==> src/rtl/rfc_pkg.sv <==
// package: register map, field positions, reset values and timing for the rtc flags block
package rfc_pkg;

  localparam int unsigned ADDR_W = 19;

  // flags register keeps its byte-wide index; the word bus sees four bytes per index
  localparam int unsigned FLAGS_IDX = 32'h0001_fff0;

  // register byte addresses
  localparam logic [ADDR_W-1:0] FLAGS_OFF    = ADDR_W'(FLAGS_IDX << 2);
  localparam logic [ADDR_W-1:0] TIME_OFF     = 19'h20000;
  localparam logic [ADDR_W-1:0] IRQ_STAT_OFF = 19'h20004;
  localparam logic [ADDR_W-1:0] IRQ_MASK_OFF = 19'h20008;

  // flags register fields
  localparam int unsigned FLD_WDOG   = 7;
  localparam int unsigned FLD_ALARM  = 6;
  localparam int unsigned FLD_PFAIL  = 5;
  localparam int unsigned FLD_OSC    = 4;
  localparam int unsigned FLD_CAL    = 2;
  localparam int unsigned FLD_FREEZE = 1;
  localparam int unsigned FLD_SNAP   = 0;

  // interrupt status / mask fields
  localparam int unsigned IRQ_WDOG  = 0;
  localparam int unsigned IRQ_ALARM = 1;
  localparam int unsigned IRQ_PFAIL = 2;
  localparam int unsigned IRQ_OSC   = 3;
  localparam int unsigned IRQ_N     = 4;

  localparam logic [7:0]  FLAGS_RST    = 8'h00;
  localparam logic [31:0] TIME_RST     = 32'h0000_0000;
  localparam logic [3:0]  IRQ_MASK_RST = 4'h0;

  localparam logic [1:0] RESP_OKAY   = 2'h0;
  localparam logic [1:0] RESP_DECERR = 2'h3;

  // timing
  localparam int unsigned CLK_HZ       = 25_000_000;
  localparam int unsigned CAL_HZ       = 512;
  localparam int unsigned OSC_CHECK_MS = 5;
  localparam int unsigned CAL_HALF_CYC = CLK_HZ / (2 * CAL_HZ);
  localparam int unsigned OSC_CHECK_CYC = (CLK_HZ / 1000) * OSC_CHECK_MS;
  localparam int unsigned SEC_CYC      = CLK_HZ;

  typedef struct packed {
    logic wdog;
    logic alarm;
    logic pfail;
    logic osc;
    logic zero;
    logic cal;
    logic wfreeze;
    logic rsnap;
  } rfc_flags_s;

  typedef enum logic [2:0] {
    SEL_FLAGS,
    SEL_TIME,
    SEL_STAT,
    SEL_MASK,
    SEL_NONE
  } rfc_sel_e;

  typedef enum logic [1:0] {
    OSC_LOAD,
    OSC_WATCH,
    OSC_DONE
  } rfc_osc_e;

endpackage : rfc_pkg

==> src/rtl/rfc_tick_div.sv <==
// tick divider: one-cycle enable pulse every DIV clock cycles
`timescale 1ns/1ps
`default_nettype none
module rfc_tick_div #(
  parameter int unsigned DIV = 2
) (
  input  wire logic aclk,
  input  wire logic aresetn,
  input  wire logic clr,
  output logic      tick
);
  localparam int unsigned CW = (DIV > 1) ? $clog2(DIV) : 1;
  localparam logic [CW-1:0] LAST = CW'(DIV - 1);

  logic [CW-1:0] cnt_q, cnt_d;
  logic          tick_q, tick_d;

  always_comb begin
    tick_d = 1'b0;
    cnt_d  = cnt_q + CW'(1);
    if (clr) begin
      cnt_d = '0;
    end else if (cnt_q == LAST) begin
      cnt_d  = '0;
      tick_d = 1'b1;
    end
  end

  always_ff @(posedge aclk) begin
    if (!aresetn) begin
      cnt_q  <= '0;
      tick_q <= 1'b0;
    end else begin
      cnt_q  <= cnt_d;
      tick_q <= tick_d;
    end
  end

  assign tick = tick_q;
endmodule // rfc_tick_div
`default_nettype wire

==> src/rtl/rfc_flags_ctrl.sv <==
// rtc flags and control register with axi4-lite slave, interrupt logic and time image
//
// The implementer's own choice: the AXI4-Lite slave port.
`timescale 1ns/1ps
`default_nettype none
module rfc_flags_ctrl
  import rfc_pkg::*;
#(
  parameter int unsigned CAL_HALF = CAL_HALF_CYC,
  parameter int unsigned OSC_WAIT = OSC_CHECK_CYC,
  parameter int unsigned SEC_DIV  = SEC_CYC
) (
  input  wire logic              aclk,
  input  wire logic              aresetn,
  input  wire logic [ADDR_W-1:0] awaddr,
  input  wire logic              awvalid,
  output logic                   awready,
  input  wire logic [31:0]       wdata,
  input  wire logic [3:0]        wstrb,
  input  wire logic              wvalid,
  output logic                   wready,
  output logic [1:0]             bresp,
  output logic                   bvalid,
  input  wire logic              bready,
  input  wire logic [ADDR_W-1:0] araddr,
  input  wire logic              arvalid,
  output logic                   arready,
  output logic [31:0]            rdata,
  output logic [1:0]             rresp,
  output logic                   rvalid,
  input  wire logic              rready,
  input  wire logic              watchdog_expired,
  input  wire logic              alarm_match,
  input  wire logic              power_fail_threshold,
  input  wire logic              osc_running,
  input  wire logic              osc_flag_retained_in,
  output logic                   osc_flag_retained_out,
  output logic [31:0]            time_count,
  output logic                   int_out
);

  function automatic rfc_sel_e decode(input logic [ADDR_W-1:0] a);
    unique case (a)
      FLAGS_OFF:    decode = SEL_FLAGS;
      TIME_OFF:     decode = SEL_TIME;
      IRQ_STAT_OFF: decode = SEL_STAT;
      IRQ_MASK_OFF: decode = SEL_MASK;
      default:      decode = SEL_NONE;
    endcase
  endfunction

  localparam int unsigned OW = $clog2(OSC_WAIT + 1);
  localparam logic [OW-1:0] OSC_LAST = OW'(OSC_WAIT - 1);

  // axi state
  logic              awready_q, awready_d, wready_q, wready_d;
  logic              aw_have_q, aw_have_d, w_have_q, w_have_d;
  logic [ADDR_W-1:0] aw_addr_q, aw_addr_d;
  logic [31:0]       w_data_q, w_data_d;
  logic [3:0]        w_strb_q, w_strb_d;
  logic              bvalid_q, bvalid_d, arready_q, arready_d, rvalid_q, rvalid_d;
  logic [1:0]        bresp_q, bresp_d, rresp_q, rresp_d;
  logic [31:0]       rdata_q, rdata_d;
  // block state
  rfc_flags_s        flags_q, flags_d;
  logic [31:0]       time_cnt_q, time_cnt_d, time_reg_q, time_reg_d, snap_q, snap_d;
  logic [IRQ_N-1:0]  stat_q, stat_d, mask_q, mask_d;
  logic              int_q, int_d, wave_q, wave_d;
  rfc_osc_e          osc_st_q, osc_st_d;
  logic [OW-1:0]     osc_cnt_q, osc_cnt_d;
  logic              osc_seen_q, osc_seen_d;
  // strobes
  logic              wr_fire, ar_fire, rd_flags, osc_set;
  rfc_sel_e          wr_sel, rd_sel;
  logic              cal_tick, sec_tick;

  rfc_tick_div #(.DIV(CAL_HALF)) u_cal_div (
    .aclk    (aclk),
    .aresetn (aresetn),
    .clr     (!flags_q.cal),
    .tick    (cal_tick)
  );

  rfc_tick_div #(.DIV(SEC_DIV)) u_sec_div (
    .aclk    (aclk),
    .aresetn (aresetn),
    .clr     (flags_q.wfreeze),
    .tick    (sec_tick)
  );

  always_comb begin
    wr_fire  = aw_have_q && w_have_q && !bvalid_q;
    ar_fire  = arvalid && arready_q;
    wr_sel   = decode(aw_addr_q);
    rd_sel   = decode(araddr);
    rd_flags = ar_fire && (rd_sel == SEL_FLAGS);
    osc_set  = 1'b0;
    // write channel: address and data taken in either order
    aw_have_d = aw_have_q;
    aw_addr_d = aw_addr_q;
    w_have_d  = w_have_q;
    w_data_d  = w_data_q;
    w_strb_d  = w_strb_q;
    bvalid_d  = bvalid_q;
    bresp_d   = bresp_q;
    if (awvalid && awready_q) begin
      aw_have_d = 1'b1;
      aw_addr_d = awaddr;
    end
    if (wvalid && wready_q) begin
      w_have_d = 1'b1;
      w_data_d = wdata;
      w_strb_d = wstrb;
    end
    if (bvalid_q && bready) begin
      bvalid_d = 1'b0;
    end
    if (wr_fire) begin
      aw_have_d = 1'b0;
      w_have_d  = 1'b0;
      bvalid_d  = 1'b1;
      bresp_d   = (wr_sel == SEL_NONE) ? RESP_DECERR : RESP_OKAY;
    end
    awready_d = !aw_have_d;
    wready_d  = !w_have_d;
    // read channel
    rvalid_d = rvalid_q;
    rdata_d  = rdata_q;
    rresp_d  = rresp_q;
    if (rvalid_q && rready) begin
      rvalid_d = 1'b0;
    end
    if (ar_fire) begin
      rvalid_d = 1'b1;
      rresp_d  = RESP_OKAY;
      unique case (rd_sel)
        SEL_FLAGS: rdata_d = {24'h000000, flags_q};
        SEL_TIME:  rdata_d = flags_q.rsnap ? snap_q : time_reg_q;
        SEL_STAT:  rdata_d = {28'h0000000, stat_q};
        SEL_MASK:  rdata_d = {28'h0000000, mask_q};
        SEL_NONE: begin
          rdata_d = 32'h0000_0000;
          rresp_d = RESP_DECERR;
        end
      endcase
    end
    arready_d = !rvalid_d;
    // oscillator check after power up; the flag itself lives in retained storage
    osc_st_d   = osc_st_q;
    osc_cnt_d  = osc_cnt_q;
    osc_seen_d = osc_seen_q | osc_running;
    flags_d    = flags_q;
    unique case (osc_st_q)
      OSC_LOAD: begin
        flags_d.osc = osc_flag_retained_in;
        osc_st_d    = OSC_WATCH;
        osc_cnt_d   = '0;
        osc_seen_d  = 1'b0;
      end
      OSC_WATCH: begin
        osc_cnt_d = osc_cnt_q + OW'(1);
        if (osc_cnt_q == OSC_LAST) begin
          osc_st_d = OSC_DONE;
          osc_set  = !(osc_seen_q || osc_running);
        end
      end
      OSC_DONE: begin
        osc_cnt_d = osc_cnt_q;
      end
    endcase
    // wdog, alarm and pfail flags: read clears, a coincident event wins
    flags_d.wdog  = (flags_q.wdog && !rd_flags) || watchdog_expired;
    flags_d.alarm = (flags_q.alarm && !rd_flags) || alarm_match;
    flags_d.pfail = (flags_q.pfail && !rd_flags) || power_fail_threshold;
    flags_d.zero  = 1'b0;
    if (wr_fire && wr_sel == SEL_FLAGS && w_strb_q[0]) begin
      flags_d.cal     = w_data_q[FLD_CAL];
      flags_d.wfreeze = w_data_q[FLD_FREEZE];
      flags_d.rsnap   = w_data_q[FLD_SNAP];
      if (!w_data_q[FLD_OSC]) begin
        flags_d.osc = 1'b0;
      end
    end
    if (osc_set) begin
      flags_d.osc = 1'b1;
    end
    // time: counter runs and visible image follows, both only while not frozen
    time_cnt_d = sec_tick ? time_cnt_q + 32'h0000_0001 : time_cnt_q;
    time_reg_d = flags_q.wfreeze ? time_reg_q : time_cnt_q;
    if (flags_q.wfreeze && wr_fire && wr_sel == SEL_TIME) begin
      for (int i = 0; i < 4; i++) begin
        if (w_strb_q[i]) begin
          time_reg_d[8*i +: 8] = w_data_q[8*i +: 8];
        end
      end
    end
    if (flags_q.wfreeze && !flags_d.wfreeze) begin
      time_cnt_d = time_reg_q;
    end
    snap_d = (flags_d.rsnap && !flags_q.rsnap) ? time_reg_q : snap_q;
    // sticky interrupt status, write one to clear, set wins
    stat_d = stat_q;
    if (wr_fire && wr_sel == SEL_STAT && w_strb_q[0]) begin
      stat_d = stat_q & ~w_data_q[IRQ_N-1:0];
    end
    stat_d[IRQ_WDOG]  = stat_d[IRQ_WDOG] | watchdog_expired;
    stat_d[IRQ_ALARM] = stat_d[IRQ_ALARM] | alarm_match;
    stat_d[IRQ_PFAIL] = stat_d[IRQ_PFAIL] | power_fail_threshold;
    stat_d[IRQ_OSC]   = stat_d[IRQ_OSC] | osc_set;
    mask_d = mask_q;
    if (wr_fire && wr_sel == SEL_MASK && w_strb_q[0]) begin
      mask_d = w_data_q[IRQ_N-1:0];
    end
    // calibration overrides the interrupt pin with the square wave
    wave_d = !flags_q.cal ? 1'b0 : (cal_tick ? !wave_q : wave_q);
    int_d  = flags_q.cal ? wave_q : |(stat_q & mask_q);
  end

  always_ff @(posedge aclk) begin
    if (!aresetn) begin
      awready_q  <= 1'b0;
      wready_q   <= 1'b0;
      aw_have_q  <= 1'b0;
      w_have_q   <= 1'b0;
      aw_addr_q  <= '0;
      w_data_q   <= 32'h0000_0000;
      w_strb_q   <= 4'h0;
      bvalid_q   <= 1'b0;
      bresp_q    <= RESP_OKAY;
      arready_q  <= 1'b0;
      rvalid_q   <= 1'b0;
      rdata_q    <= 32'h0000_0000;
      rresp_q    <= RESP_OKAY;
      flags_q    <= FLAGS_RST;
      time_cnt_q <= TIME_RST;
      time_reg_q <= TIME_RST;
      snap_q     <= TIME_RST;
      stat_q     <= '0;
      mask_q     <= IRQ_MASK_RST;
      int_q      <= 1'b0;
      wave_q     <= 1'b0;
      osc_st_q   <= OSC_LOAD;
      osc_cnt_q  <= '0;
      osc_seen_q <= 1'b0;
    end else begin
      awready_q  <= awready_d;
      wready_q   <= wready_d;
      aw_have_q  <= aw_have_d;
      w_have_q   <= w_have_d;
      aw_addr_q  <= aw_addr_d;
      w_data_q   <= w_data_d;
      w_strb_q   <= w_strb_d;
      bvalid_q   <= bvalid_d;
      bresp_q    <= bresp_d;
      arready_q  <= arready_d;
      rvalid_q   <= rvalid_d;
      rdata_q    <= rdata_d;
      rresp_q    <= rresp_d;
      flags_q    <= flags_d;
      time_cnt_q <= time_cnt_d;
      time_reg_q <= time_reg_d;
      snap_q     <= snap_d;
      stat_q     <= stat_d;
      mask_q     <= mask_d;
      int_q      <= int_d;
      wave_q     <= wave_d;
      osc_st_q   <= osc_st_d;
      osc_cnt_q  <= osc_cnt_d;
      osc_seen_q <= osc_seen_d;
    end
  end

  assign awready               = awready_q;
  assign wready                = wready_q;
  assign bvalid                = bvalid_q;
  assign bresp                 = bresp_q;
  assign arready               = arready_q;
  assign rvalid                = rvalid_q;
  assign rdata                 = rdata_q;
  assign rresp                 = rresp_q;
  assign osc_flag_retained_out = flags_q.osc;
  assign time_count            = time_cnt_q;
  assign int_out               = int_q;
endmodule // rfc_flags_ctrl
`default_nettype wire

==> config.mk <==
export PLATFORM = sky130hd
export DESIGN_NAME = rfc_flags_ctrl
export DESIGN_NICKNAME = d
export VERILOG_FILES = /design/src/rtl/rfc_pkg.sv /design/src/rtl/rfc_tick_div.sv /design/src/rtl/rfc_flags_ctrl.sv
export SDC_FILE = /design/constraint.sdc
export NUM_CORES = 1
export LEC_CHECK = 0
export ABC_CLOCK_PERIOD_IN_PS = 2260
export BUFFER_PORTS_ARGS = -buffer_cell sky130_fd_sc_hd__buf_4
export CAP_MARGIN = 40
export CORE_MARGIN = 2
export CORE_UTILIZATION = 40
export CTS_BUF_LIST = sky130_fd_sc_hd__clkbuf_16
export CTS_CLUSTER_DIAMETER = 200
export DETAILED_ROUTE_END_ITERATION = 7
export PLACE_DENSITY_LB_ADDON = 0.25
export SETUP_SLACK_MARGIN = 0.1
export SYNTH_ARGS = -nofsm -noshare
export SYNTH_HDL_FRONTEND = slang
export SYNTH_SLANG_ARGS = --single-unit
==> constraint.sdc <==
create_clock -name aclk -period 2.26 [get_ports aclk]
set_input_delay 0 -clock aclk [delete_from_list [all_inputs] [get_ports aclk]]
set_output_delay 0 -clock aclk [all_outputs]
set_load 0.005 [all_outputs]
==> results of run 1 <==
## report_power, final
part / internal (W) / switching [W]
Clock: 0.00263 / 0.00185
Sequential: 0.00489 / 0.0000809
Combinational: 0.000341 / 0.000328
## placed cells by master, fill, tap and decap left out, types with 14 or more instances in the layout
| cell | netlist | routed |
|---|---|---|
| dlygate4sd3_1 | 0 | 69 |
| a21oi_1 | 89 | 89 |
| dfxtp_1 | 271 | 269 |
| and4_1 | 14 | 14 |
| a211oi_1 | 67 | 67 |
| nand4_1 | 30 | 30 |
| nor3_1 | 19 | 19 |
| nor2_1 | 198 | 198 |
| inv_1 | 15 | 20 |
| nand3_1 | 47 | 46 |
| xnor2_1 | 34 | 34 |
| nor4_1 | 15 | 15 |
| mux2i_1 | 104 | 104 |
| clkbuf_16 | 0 | 29 |
| nand2_1 | 160 | 160 |
| xor2_1 | 49 | 49 |
| buf_4 | 2 | 192 |
| o21ai_0 | 35 | 35 |
## layer usage
| metal | track usage [%] | vias to the layer above | routed length, um |
|---|---|---|---|
| li1 | - | 5038 | - |
| met1 | 28.9 | 4649 | 15300 |
| met2 | 29.6 | 266 | 13200 |
| met3 | 2.63 | 47 | 1520 |
| met4 | 5.71 | 0 | 688 |
| met5 | 0 | - | 0 |
## sequential cells by signal, summed over array words and instances (netlist names), 2 cells and up
signal,flops
aw_addr_q,19
flags_q,6
mask_q,4
osc_cnt_q,17
osc_st_q,2
rdata,32
snap_q,32
stat_q,4
time_count,32
time_reg_q,32
u_cal_div.cnt_q,15
u_sec_div.cnt_q,25
w_data_q,32
w_strb_q,4
## critical path, delay by kind of cell (launching register included)
family,cells,cell delay (ns)
simple gates,5,1.14
flops,1,0.39
fa+ha+maj,1,0.23
buf+inv,1,0.19
## cell type report
cell class                 count  area share [%]
sequential                   271            36.7
clock buffer                  29            4.91
multi-input combinational    953            38.6
inverter                      16           0.423
clock inverter                18            1.02
tap                          384            3.25
timing repair buffer         266            15.0
## logic make-up (layout without fill, tap and decap cells)
logic type	Yosys count	count (layout)	synth area share, %
xor gates and xnor gates	83	83	6.30
buffers and inverters	95	329	3.48
and+or+nand+nor	537	537	21.6
DFF	271	271	47.0
muxes	105	105	9.12
adders and majority gates	5	5	0.542
AOI/OAI and AO/OA	223	223	11.9
## cells in the mapped netlist (all sizes together), types with 6 or more instances
cell,count
dfxtp,271
nor2,198
nand2,160
mux2i,104
a21oi,89
a211oi,67
clkbuf,62
xor2,49
nand3,47
o21ai,35
xnor2,34
nand4,31
nor3,19
buf,17
nor4,17
inv,16
and4,14
and3,13
a22oi,11
and2,11
o211a,7
a31oi,6
## per-stage QoR
step	setup WS (ns)	cells	util (%)	power, W
global placement	0.244	1819	46.2	0.00563
global route	0.106	1937	51.8	0.0105
CTS	0.142	1936	51.7	0.0102
floorplan	0.271	1319	-	0.00535
finish	0.202	1937	51.8	0.0101
detailed placement	0.182	1820	46.2	0.00564
## timing repair
| item | 4_1_cts | 5_1_grt |
|---|---|---|
| resized for setup | 0 | 5 |
| hold endpoints to repair | 100 | 0 |
| endpoints found under the setup margin | 0 | 19 |
| hold buffers | 69 | 0 |
## how the worst max path moves through the flow
stage                     slack (ns)                     to  cells past startpoint          startpoint
after floorplan                 0.27    u_sec_div.cnt_q[16]                      7  u_sec_div.cnt_q[0]
after global placement          0.24  osc_flag_retained_out                      6        aw_addr_q[1]
after detailed placement        0.18     u_sec_div.cnt_q[9]                      7  u_sec_div.cnt_q[0]
after CTS                       0.14     u_sec_div.cnt_q[9]                      7  u_sec_div.cnt_q[0]
after global routing            0.11         time_count[17]                      6        aw_addr_q[1]
final                           0.20    u_sec_div.cnt_q[21]                      7  u_sec_div.cnt_q[0]
==> flow_summary.ini, run 1 <==
[status]
status = finished clean

[timing]
finalMaxSlewViolations = 0
slew_headroom_pct = 46.7
tns_ns = 0
period_share_pct = 91.1
hold_violations = 0
layout_min_cycle_time_ns = 2.06
worst_pin_slew_ns = 0.800
max_freq_ghz = 0.486
setup_violations = 0
rsz0062_at_grt = no
hold_slack_ns = 0.0447
finClkSkew_ns = 0.0125

[detailed_routing]
wirelength_um = 30800
drc = 0
wl_per_cell_um = 15.9
drt_iter0_drc = 741
dr.pass1.iters = 5
via_per_inst = 5.16
via_count = 10000
route.antenna.remaining_nets = 0

[setup_path]
r2r_slack_ns = 0.20
rr_worst_depth = 7
r2r_start = u_sec_div.cnt_q[0]
critPathMaxStageDelay_ns = 0.58
required_ns = 2.69
cp_data_arrival_time_ns = 2.48
start_kind = flop
crit_fanout = 8
critPathSlowestCell = or4_1
critPathCaptureType = flop
rr_endpoint = u_sec_div.cnt_q[21]
worstSetupPathType = reg2reg
crit_chain = ha_2 -> nand2_1 -> or2_2 -> or4_1 -> nand3_2 -> buf_4 -> nor2_1

[synth]
netlist_instances = 1319
synth_fp_nets = 1410
yosysTopAreaCell = dfxtp_1
ys_types = 48
netlist_area_mm2 = 0.0115
synth_area_per_cell_um2 = 8.74
synth_top_cell_area_share_pct = 47.0
synth_edf_count = 0
synth_seq_cells = 271
synth-seq-area-share_pct = 47.0
ys.flop_type = dfxtp_1
yosysWarnings = 0
netlist_top_cells_area = dfxtp_1 (47%), mux2i_1 (9.0%), nor2_1 (6.4%)
async_flop_share_pct = 0

[clocking]
clkLatencyLatePin_ns = 0.54
post_cts_buffers = 0
cts_buffers = 29
clockBufferDepth = 3
clk_pin_slew_ns = 0.06
cts_tree = done
ctsRootBufferMaster = clkbuf_16
cts.sinks = 271
htree_levels = 1

[die]
core_area_mm2 = 0.0285
io_pins = 161
die_y_um = 174
die_w_um = 174
placementRows = 62
dieArea_mm2 = 0.0302
initial_core_util_pct = 40.4

[min_path]
hp-class = in2reg
min_to = w_data_q[3]
min_from = wvalid
min_path_cells = 5

[final_layout]
drive_gt1_share_pct = 15.7
regArea_mm2 = 0.00543
antenna_cells = 0
final_area_mm2 = 0.0148
syn_to_final_growth_pct = 28.2
nFillCells = 2769
multi_input_area_mm2 = 0.00571
nNetsFinal = 1628

[grt]
grt_max_degree = 87
grt_overflow = 0
grt_pass1_wl_um = 48700
antenna_found_initial = 0
grt_pass1_vias = 9307
grt_use_total_pct = 19.5

[placed_design]
placed_area_mm2 = 0.0132
hpwlAfterDp_um = 21100
gp_congestion = 0.852
port_buffers = 160

[power]
p_leak_nw = 5.77
power.density_mw_per_mm2 = 684
irDropWorstVdd_mv = 0.597

[job]
maxCapViolations = 0
Note: power is estimated with default switching activity, not from simulation.
==> inputs of run 2 (changes only) <==
- CTS_BUF_LIST: sky130_fd_sc_hd__clkbuf_16 -> sky130_fd_sc_hd__clkbuf_4
==> flow_summary.ini, run 2 (synthesis gave the netlist of run 1 again) <==
[final_layout]
final_area_mm2 = 0.0155
regArea_mm2 = 0.00543
syn_to_final_growth_pct = 34.8
multi_input_area_mm2 = 0.00572
final_common_cell = dfxtp_1
nFillCells = 2674
drive_gt1_share_pct = 19.5
nNetsFinal = 1735
utilization_pct = 54.4
mostFrequentLayoutCells = dfxtp_1 (269), nor2_1 (198), buf_4 (191), nand2_1 (160), dlygate4sd3_1 (130)

[timing]
max_freq_ghz = 0.488
worst_pin_slew_ns = 0.657
layout_min_cycle_time_ns = 2.05
slew_headroom_pct = 55.9
finClkSkew_ns = 0.0399
rsz0062_at_grt = no
period_share_pct = 90.7
tns_ns = 0
hold_violations = 0
setup_violations = 0
fin_ws_ns = 0.210
finalMaxSlewViolations = 0

[grt]
antenna_found_initial = 1
grt_use_total_pct = 20.7
grt_pass1_wl_um = 51100
grt_overflow = 0
grt_pass1_vias = 10200
grt_max_degree = 87

[clocking]
post_cts_buffers = 0
clkLatencyLatePin_ns = 0.70
clockBufferDepth = 3
htree_levels = 3
clk_pin_slew_ns = 0.06
cts_tree = done
ctsRootBufferMaster = clkbuf_4
cts.sinks = 271
cts_buffers = 75

[detailed_routing]
drc = 0
route.antenna.remaining_nets = 0
via_count = 10600
wl_per_cell_um = 15.4
dr.pass1.iters = 5
via_per_inst = 5.07
drt_iter0_drc = 706
wirelength_um = 32000

[setup_path]
cp_data_arrival_time_ns = 2.59
critPathCaptureType = flop
worstSetupPathType = reg2reg
start_kind = flop
crit_fanout = 32
required_ns = 2.80

[placed_design]
placed_area_mm2 = 0.0132
hpwlAfterDp_um = 21100
port_buffers = 160
dp_slack_ns = 0.182
gp_congestion = 0.852

[die]
initial_core_util_pct = 40.4
core_area_mm2 = 0.0285
placementRows = 62
die_w_um = 174
dieArea_mm2 = 0.0302
die_y_um = 174
io_pins = 161

[power]
p_leak_nw = 6.29
p_sw_w = 0.00246
power.density_mw_per_mm2 = 668
p_int_w = 0.00793
irDropWorstVdd_mv = 0.360
finalPower_w = 0.0104
clock_power_share_pct = 45.0
power_frac_seq_pct = 47.8
swShare_pct = 23.7
p_comb_share_pct = 7.2

[job]
maxCapViolations = 0

[min_path]
hp-class = in2reg

[status]
status = finished clean
## run 2: cell count changes in the layout (fill, tap and decap cells not counted), moves of 2 or more
cell,before,now
clkbuf_16,29,0
clkbuf_4,0,114
clkinv_1,8,10
clkinv_2,1,4
diode_2,0,3
dlygate4sd3_1,69,130
inv_1,20,15
## run 2: worst paths after layout
kind	from	end	slack (ns)	cells after the start
setup / recovery	aw_addr_q[1]	snap_q[18]	0.21	6
setup reg to reg	aw_addr_q[1]	snap_q[18]	0.21	6
hold reg to reg	w_data_q[7]	w_data_q[7]	0.46	2
hold / removal	araddr[13]	rdata[7]	0.04	6
## run 2: final cells by class
type	instances	area share, %
Multi-Input combinational cell	953	36.8
Tap cell	384	3.09
Clock buffer	114	5.51
Inverter	16	0.403
Clock inverter	18	0.974
Timing Repair Buffer	327	18.3
Sequential cell	271	34.9
Antenna cell	3	0.0483
## run 2: metrics by stage
stage	hold slack (ns)	std cells
floorplan	0.136	1319
global placement	0.253	1819
detailed placement	0.260	1820
CTS	0.0182	2083
global route	0.0545	2084
finish	0.0419	2086
## run 2: timing repair
| action | CTS | global route |
|---|---|---|
| endpoints found under the setup margin | 0 | 29 |
| hold endpoints to repair | 113 | 0 |
| hold buffers | 131 | 0 |
| resized for setup | 0 | 5 |
## run 2: critical path, stage by stage, from the launching register on
cell     delay [ns]
dfxtp_1        0.32
or4b_4         0.56
nor4_4         0.36
nand4_2        0.17
buf_12         0.22
mux2i_1        0.18
nor2_1         0.05
## run 2: layer usage
| metal | vias to the layer above | global-route usage, % | share of wire (%) |
|---|---|---|---|
| met5 | - | 0 | 0 |
| met4 | 0 | 7.88 | 2.4 |
| met3 | 62 | 4.08 | 5.6 |
| met2 | 297 | 31.6 | 44 |
| met1 | 4910 | 28.8 | 48 |
| li1 | 5307 | - | - |
## run 2: power groups by stage
stage	combinational (W)	clock (W)	sequential, W
3_5_place_dp	0.000569	0	0.00507
5_1_grt	0.000824	0.00504	0.00498
4_1_cts	0.000737	0.00478	0.00496
2_1_floorplan	0.000295	0	0.00505
6_report	0.000748	0.00467	0.00497
3_3_place_gp	0.000562	0	0.00507
